### src/hssp_defines.vh
// Constants for the hub strap and status pin block.
`ifndef HSSP_DEFINES_VH
`define HSSP_DEFINES_VH
`define HSSP_NUM_PORTS 4
`define HSSP_MODE_I2C 1'b1
`define HSSP_MODE_SMBUS 1'b0
`define HSSP_POL_ACTIVE_LOW 1'b0
`define HSSP_POL_ACTIVE_HIGH 1'b1
`define HSSP_PWR_INDIVIDUAL 1'b0
`define HSSP_PWR_GANGED 1'b1
`define HSSP_POL_RST 1'b0
`define HSSP_MODE_RST 1'b1
`define HSSP_ST_RESET 2'h0
`define HSSP_ST_SAMPLE 2'h1
`define HSSP_ST_RUN 2'h2
`define HSSP_SAMPLE_WAIT 2'h2
`endif

### src/hssp_top.v
// Strap sampling and multi-function pin control for the hub pins.
`timescale 1ns/1ps
`include "hssp_defines.vh"
module hssp_top (
    input wire clk_sys_in,
    input wire sys_rst_in,
    input wire power_ctl_polarity_strap_in,
    input wire serial_mode_select_in,
    input wire billboard_enable_pin_in,
    input wire bb_cfg_state_pin0_in,
    input wire bb_cfg_state_pin1_in,
    input wire [3:0] port_power_on_in,
    input wire status_output_enable_in,
    input wire charging_enabled_any_in,
    input wire upstream_hs_connected_in,
    input wire upstream_ss_connected_in,
    input wire upstream_hs_suspended_in,
    input wire reg_bb_enable_in,
    input wire [1:0] reg_bb_cfg_field_in,
    input wire reg_ganged_wr_in,
    input wire reg_ganged_in,
    input wire reg_full_auto_wr_in,
    input wire reg_full_auto_in,
    input wire reg_switch_absent_wr_in,
    input wire reg_switch_absent_in,
    input wire reg_auto_dis_wr_in,
    input wire reg_auto_dis_in,
    output reg [3:0] port_power_switch_out,
    output reg billboard_enable_pin_out,
    output reg billboard_enable_pin_oe_out,
    output reg bb_cfg_state_pin0_out,
    output reg bb_cfg_state_pin0_oe_out,
    output reg bb_cfg_state_pin1_out,
    output reg bb_cfg_state_pin1_oe_out,
    output reg i2c_mode_out,
    output reg billboard_enable_out,
    output reg [1:0] bb_cfg_state_field_out,
    output reg ganged_power_out,
    output reg full_auto_charge_enable_out,
    output reg power_switch_absent_out,
    output reg auto_charge_disable_bit_out
);
    // ------------------------------------------------------------
    // Pin synchronisers
    // ------------------------------------------------------------
    wire pol_s;
    wire mode_s;
    wire billboard_enable_pin_s;
    wire cfg0_s;
    wire cfg1_s;
    wire [4:0] pin_raw;
    wire [4:0] pin_s;
    assign pin_raw = {power_ctl_polarity_strap_in, serial_mode_select_in,
                      billboard_enable_pin_in, bb_cfg_state_pin0_in,
                      bb_cfg_state_pin1_in};
    genvar gi;
    generate
        for (gi = 0; gi < 5; gi = gi + 1) begin : g_sync
            hssp_sync u_sync (
                .clk_sys_in(clk_sys_in),
                .sys_rst_in(sys_rst_in),
                .d_in(pin_raw[gi]),
                .q_out(pin_s[gi])
            );
        end
    endgenerate
    assign {pol_s, mode_s, billboard_enable_pin_s, cfg0_s, cfg1_s} = pin_s;

    // ------------------------------------------------------------
    // Sampling sequence
    // ------------------------------------------------------------
    // The synchronisers are flushed for three cycles after release so the
    // straps are caught from settled pin levels, not from reset values.
    reg [1:0] state_reg;
    reg [1:0] state_next;
    reg [1:0] wait_reg;
    reg pol_reg;
    reg run_reg;
    wire sample_now;
    wire ind_on;
    assign sample_now = (state_reg == `HSSP_ST_SAMPLE) &&
                        (wait_reg == `HSSP_SAMPLE_WAIT);
    assign ind_on = run_reg && !i2c_mode_out && status_output_enable_in;

    always @* begin
        state_next = state_reg;
        case (state_reg)
            `HSSP_ST_RESET: state_next = `HSSP_ST_SAMPLE;
            `HSSP_ST_SAMPLE: if (sample_now) state_next = `HSSP_ST_RUN;
            `HSSP_ST_RUN: state_next = `HSSP_ST_RUN;
            default: state_next = `HSSP_ST_RESET;
        endcase
    end

    always @(posedge clk_sys_in) begin
        if (sys_rst_in) begin
            state_reg <= `HSSP_ST_RESET;
            wait_reg <= 2'h0;
            run_reg <= 1'b0;
            pol_reg <= `HSSP_POL_RST;
            i2c_mode_out <= `HSSP_MODE_RST;
            ganged_power_out <= `HSSP_PWR_INDIVIDUAL;
            full_auto_charge_enable_out <= 1'b0;
            power_switch_absent_out <= 1'b0;
            auto_charge_disable_bit_out <= 1'b0;
        end else begin
            state_reg <= state_next;
            if (state_reg == `HSSP_ST_SAMPLE && !sample_now)
                wait_reg <= wait_reg + 2'h1;
            // Charging enable is looked at on the sampling edge only, so a
            // later change of it does not re-steer the pin zero strap.
            if (sample_now) begin
                run_reg <= 1'b1;
                pol_reg <= pol_s;
                i2c_mode_out <= mode_s;
                if (mode_s == `HSSP_MODE_SMBUS) begin
                    ganged_power_out <= billboard_enable_pin_s;
                    if (charging_enabled_any_in)
                        full_auto_charge_enable_out <= !cfg0_s;
                    else
                        power_switch_absent_out <= cfg0_s;
                    auto_charge_disable_bit_out <= cfg1_s;
                end
            end else if (run_reg && !i2c_mode_out) begin
                // Host writes override the strapped values afterwards.
                if (reg_ganged_wr_in)
                    ganged_power_out <= reg_ganged_in;
                if (reg_full_auto_wr_in)
                    full_auto_charge_enable_out <= reg_full_auto_in;
                if (reg_switch_absent_wr_in)
                    power_switch_absent_out <= reg_switch_absent_in;
                if (reg_auto_dis_wr_in)
                    auto_charge_disable_bit_out <= reg_auto_dis_in;
            end
        end
    end

    // ------------------------------------------------------------
    // Power switch outputs
    // ------------------------------------------------------------
    // Power switches are held at 0 until sampling is done, since the
    // polarity is unknown before that. A board strapped for active low
    // must keep its switches off by other means during reset.
    always @(posedge clk_sys_in) begin
        if (sys_rst_in) begin
            port_power_switch_out <= 4'h0;
        end else if (!run_reg) begin
            port_power_switch_out <= 4'h0;
        end else if (pol_reg == `HSSP_POL_ACTIVE_HIGH) begin
            port_power_switch_out <= port_power_on_in;
        end else begin
            port_power_switch_out <= ~port_power_on_in;
        end
    end

    // ------------------------------------------------------------
    // Multi-function pin drivers
    // ------------------------------------------------------------
    // Enables and levels are registered together, so a pin never shows a
    // stale level in the cycle its driver turns on. A disabled driver
    // also shows 0, so no indicator level leaks out while the pin is an
    // input.
    always @(posedge clk_sys_in) begin
        if (sys_rst_in) begin
            billboard_enable_pin_out <= 1'b0;
            billboard_enable_pin_oe_out <= 1'b0;
            bb_cfg_state_pin0_out <= 1'b0;
            bb_cfg_state_pin0_oe_out <= 1'b0;
            bb_cfg_state_pin1_out <= 1'b0;
            bb_cfg_state_pin1_oe_out <= 1'b0;
        end else begin
            billboard_enable_pin_oe_out <= ind_on;
            bb_cfg_state_pin0_oe_out <= ind_on;
            bb_cfg_state_pin1_oe_out <= ind_on;
            billboard_enable_pin_out <= ind_on & upstream_hs_connected_in;
            bb_cfg_state_pin0_out <= ind_on & upstream_ss_connected_in;
            bb_cfg_state_pin1_out <= ind_on & upstream_hs_suspended_in;
        end
    end

    // ------------------------------------------------------------
    // Effective billboard values
    // ------------------------------------------------------------
    // With a host attached the pins are ignored here, since they may be
    // busy as indicator outputs.
    always @(posedge clk_sys_in) begin
        if (sys_rst_in) begin
            billboard_enable_out <= 1'b0;
            bb_cfg_state_field_out <= 2'h0;
        end else if (!run_reg) begin
            billboard_enable_out <= 1'b0;
            bb_cfg_state_field_out <= 2'h0;
        end else if (i2c_mode_out) begin
            billboard_enable_out <= billboard_enable_pin_s;
            bb_cfg_state_field_out <= {cfg1_s, cfg0_s};
        end else begin
            billboard_enable_out <= reg_bb_enable_in;
            bb_cfg_state_field_out <= reg_bb_cfg_field_in;
        end
    end
endmodule // hssp_top

### src/hssp_sync.v
// Two-flop synchroniser for one asynchronous pin level.
`timescale 1ns/1ps
module hssp_sync (
    input wire clk_sys_in,
    input wire sys_rst_in,
    input wire d_in,
    output reg q_out
);
    reg meta_reg;
    always @(posedge clk_sys_in) begin
        if (sys_rst_in) begin
            meta_reg <= 1'b0;
            q_out <= 1'b0;
        end else begin
            meta_reg <= d_in;
            q_out <= meta_reg;
        end
    end
endmodule // hssp_sync

### config.mk
export PLATFORM = sky130hd
export DESIGN_NAME = hssp_top
export DESIGN_NICKNAME = d
export VERILOG_FILES = /design/src/hssp_top.v /design/src/hssp_sync.v
export VERILOG_INCLUDE_DIRS = /design/src
export SDC_FILE = /design/constraint.sdc
export NUM_CORES = 1
export LEC_CHECK = 0
export BUFFER_PORTS_ARGS = -buffer_cell sky130_fd_sc_hd__clkbuf_2
export CORE_MARGIN = 2
export CORE_UTILIZATION = 45
export CTS_CLUSTER_DIAMETER = 200
export DETAILED_ROUTE_END_ITERATION = 16
export GPL_ROUTABILITY_DRIVEN = 0
export PLACE_DENSITY = 0.73
export SKIP_CTS_REPAIR_TIMING = 1
export SLEW_MARGIN = 10
export SYNTH_ARGS = -nofsm -noshare
export SYNTH_HDL_FRONTEND = slang
export SYNTH_HIERARCHICAL = 1
export SYNTH_SLANG_ARGS = --single-unit
### constraint.sdc
create_clock -name clk_sys_in -period 3.8 [get_ports clk_sys_in]
set_input_delay 0.57 -clock clk_sys_in [delete_from_list [all_inputs] [get_ports clk_sys_in]]
set_output_delay 0.57 -clock clk_sys_in [all_outputs]
set_load 0.1 [all_outputs]
After elaboration in Yosys (flattened, before gate mapping):

Cells that the tools add are included.

* flip-flop bits (word level): 32
* bits in latches: 0
* RAM bits: 0
* ROM bits: 0
* bits of input ports: 27
* output and inout port bits: 18
* word-level logic and storage cells: 80
* memories: 0

* add/subtract/negate cells: 1
* $mul: 0
* div/mod/pow operators: 0
* order comparisons: 0
* eq/ne operators: 7
* shift operators: 0
* mux-type cells: 23
* bitwise logic cells: 5
* reductions and logical operators: 18

Operator list (count)
* 1-bit two-way mux: 19
* 2-bit nonzero test: 5
* 2-bit != test (second input constant): 4
* 4-bit AND reduction: 2
* 2-bit case mux with 3 select lines: 1
* 3-bit AND reduction: 2
* 2-bit equality test (second input constant): 2
* 1-bit logical AND: 4
* 2-bit two-way mux: 2
* 4-bit two-way mux: 1
* 4-bit inverter: 1
* 1-bit bitwise AND: 3
* 1-bit logical NOT: 3
* 2-bit by 1-bit adder with 2-bit output (second input constant): 1
* 2-bit by 1-bit equality test with 1-bit output (second input constant): 1
* 2-bit logical NOT: 1
* 2-bit OR reduction: 1
* 1-bit inverter: 1

Depth between registers and ports, before layout:

* depth after elaboration: 4
* depth in mapped cells: 7
* gate-level depth less buffers: 6

Hierarchy:

The synthesis kept the hierarchy.

By module, submodules not included
* hssp_top: times used 1, cells an instance 103, area an instance 996.0 µm², seq. area each 440.4 µm²
* hssp_sync: times used 5, cells an instance 4, area an instance 52.6 µm², seq. area each 40.0 µm²

Worst setup path after synthesis:

Ideal clock, no wire load.

* path type: register to output
* start: register bb_cfg_state_pin1_oe_out
* end: output bb_cfg_state_pin1_oe_out
* arrival: 1374 ps
* data required time: 3230 ps
* slack: 1856 ps
* cell stages (with the launch flop): 2
* cells stage by stage: dfxtp_1 -> buf_4

RTL lines
* from (decl): RTL line hssp_top.v:34 `output reg bb_cfg_state_pin1_oe_out,`
* from (signal assigned): RTL line hssp_top.v:174 `bb_cfg_state_pin1_oe_out <= ind_on;`

No word-level cell between the ends.

Final worst setup path:

* start: register i2c_mode_out
* end: output i2c_mode_out

RTL lines
* from (decl): RTL line hssp_top.v:35 `output reg i2c_mode_out,`
* from (signal assigned): RTL line hssp_top.v:101 `` i2c_mode_out <= `HSSP_MODE_RST; ``
* from (signal assigned): RTL line hssp_top.v:115 `i2c_mode_out <= mode_s;`

No word-level cell between the ends.

==> metrics <==
CP Max Fanout=6; Core Util, Final=around three fifths; WP data arrival=about 1300 ps; crit path cell chain=clkbuf_2; Hold Vio Cnt, Final=0; Post-Synthesis Net Count=154; antenna violations before repair=0; largest cells by area after synthesis=dfxtp_1, mux2i_1, nor2b_1; area share of the leading cell type in the synthesized netlist=50.9%; syn_area_per_cell=10.2 µm²; number of max-cap violations=0; Hold Crit Class=input pin to flop; clock buffer depth=2; final net count=just under 200; final slew viol count=0; Total Die Area=around 3200 µm²; buffer and inverter count on the worst path=1; register area share after synthesis=about half; Final Skew=2.92 ps; worst vdd ir=roughly 370 µV; fraction of registers with async set/reset=0%; core footprint=between 2000 and 3000 µm²; Via density=4.79; area leader, netlist=dfxtp_1; Cell Area, Synth=1260 µm²; GRT Overall Usage=around 15%; layout cells sized above 1=36.3%; synthesis warning total=6; pin count of the biggest net entering global routing=23; r2r setup slk=2250 ps; die height=56.9 µm; P_leak=0.784 nW; Inserted Clock Buffers=5; DIE WIDTH=56.9 µm; Worst Tran Pin Value=about 550 ps; Post-synth EDFFs=0; DP HPWL=around 1700 µm; PwrDens=579 nW/µm²; max incr delay on CP=520 ps; Final Cycle Share=between 40% and 50%; clk slew on worst S/H paths=100 ps; kind of cell adding the most delay to the critical path=buffers and inverters; Clk Latency, worst-skew pair=about 320 ps; CP Capture Type=output port; Area growth syn-to-layout=25.0%; Worst path depth=1; Antenna Nets Post-Route=0; CP Launch Type=flop; worst path required time=3230 ps; worst reg-to-reg path cell count=6; drt total wl=roughly 2200 µm; Initial Utilization=between 40% and 50%; first-pass GRT wire length=between 3000 and 4000 µm; Fin Setup TNS=0 ps; Layout fillers=around 240; reg2reg start=wait_reg[0]; status=finished clean; slack of the critical path=around 1900 ps; worst setup path startpoint=i2c_mode_out; GRT overflow=0; min Tclk post-route=around 1900 ps; Worst R2R End=full_auto_charge_enable_out; Rows=19; Finish-stage setup viols=0; vias in the first global route=910; WS Path Type=flop to output port; Unique masters post-synth=34; FMAX=527 MHz; number of I/O pins=45; 1st-pass router iterations=3; slowest CP cell=clkbuf_2; Syn Inst Count=between 100 and 150; critical path capture point=i2c_mode_out; drt initial violations=14; port bufs=between 40 and 50; drt wl/cell=between 10 and 15 µm; CTS tree=done; Synth Register Bits=32; root buffer cell=clkbuf_4; drt drc=0; pre-CTS setup slack=around 2200 ps; Rel. slew slack=a little under two thirds; vias after detailed routing=around 950; diodes inserted=0; Main synth FF type=dfxtp_1; number of H-tree levels=2; RSZ-0062 raised after global routing=no; Sink Count=32
[worst min path at each step]
| stage | from | end | slack [ps] | depth (start not counted) |
|---|---|---|---|---|
| 2_1_floorplan | g_sync[0].u_sync/meta_reg | g_sync[0].u_sync/q_out | 410 | 1 |
| 5_1_grt | upstream_ss_connected_in | bb_cfg_state_pin0_out | 430 | 2 |
| 3_3_place_gp | g_sync[3].u_sync/meta_reg | g_sync[3].u_sync/q_out | 420 | 1 |
| 4_1_cts | upstream_ss_connected_in | bb_cfg_state_pin0_out | 430 | 2 |
| 6_report | upstream_ss_connected_in | bb_cfg_state_pin0_out | 440 | 2 |
| 3_5_place_dp | g_sync[4].u_sync/meta_reg | g_sync[4].u_sync/q_out | 430 | 1 |
[Yosys cell counts (all sizes together) (2+ instances only)]
cell type and number:
a211oi 4, a21oi 7, and2 3, and3b 2, buf 4, clkbuf 3, dfxtp 32, ha 4
inv 6, mux2i 7, nand2 6, nand2b 2, nand3b 2, nor2 13, nor2b 12, o21ai 2
xor2 4
[final cells by class]
| cell class | instances | area [µm²] | area share, % |
|---|---|---|---|
| Clock buffer | 7 | 65.1 | 4.14 |
| Sequential cell | 32 | 641 | 40.7 |
| Clock inverter | 1 | 30.0 | 1.91 |
| Multi-Input combinational cell | 78 | 556 | 35.3 |
| Timing Repair Buffer | 44 | 220 | 14.0 |
| Tap cell | 31 | 38.8 | 2.47 |
| Inverter | 6 | 22.5 | 1.43 |
[kinds of logic (layout without fill, tap and decap cells)]
family / after synthesis / count (layout) / synth area share, %
AO/OA/AOI/OAI: 18 / 18 / 11.0
adder cells (fa/ha/maj): 4 / 4 / 3.98
buffers and inverters: 13 / 58 / 4.97
AND/OR/NAND/NOR: 43 / 43 / 18.9
XOR/XNOR: 5 / 5 / 3.48
multiplexers: 8 / 8 / 6.76
flip-flops: 32 / 32 / 50.9
[metrics by stage]
step	instances	power (mW)	hold slack, ps	cell area [µm²]
global placement	191	0.623	421	1480
finish	199	0.911	444	1570
global route	199	0.966	431	1570
floorplan	123	0.593	414	1260
detailed placement	191	0.635	427	1480
CTS	199	0.919	435	1570
[cells in the final DEF (no fill, tap or decap), types with 2 or more instances in the layout]
| cell type | count |
|---|---|
| a211oi_1 | 2 |
| mux2i_1 | 7 |
| clkbuf_8 | 2 |
| clkbuf_2 | 44 |
| a21oi_1 | 5 |
| ha_1 | 4 |
| nor2b_1 | 11 |
| dfxtp_1 | 32 |
| xor2_1 | 4 |
| nand2b_1 | 2 |
| o21ai_0 | 2 |
| nand2_1 | 5 |
| nand3b_1 | 2 |
| a21oi_2 | 2 |
| nor2_1 | 13 |
| and2_1 | 3 |
| clkbuf_4 | 5 |
| a211oi_2 | 2 |
| inv_1 | 6 |
[power by group]
group          switching [mW]  internal [mW]
logic                   0.150         0.0864
registers              0.0216          0.368
clock network           0.110          0.175
total                   0.282          0.629
[routing by layer]
layer / vias up / GRT usage [%] / part of all wire [%] / wire, µm
met5: - / 0 / 0 / 0
met4: 0 / 6.98 / 2.0 / 44
met3: 7 / 5.30 / 5.9 / 132
met2: 27 / 25.0 / 48 / 1080
met1: 427 / 17.3 / 44 / 972
li1: 493 / - / - / -
Power figures use the tool's default switching activity.
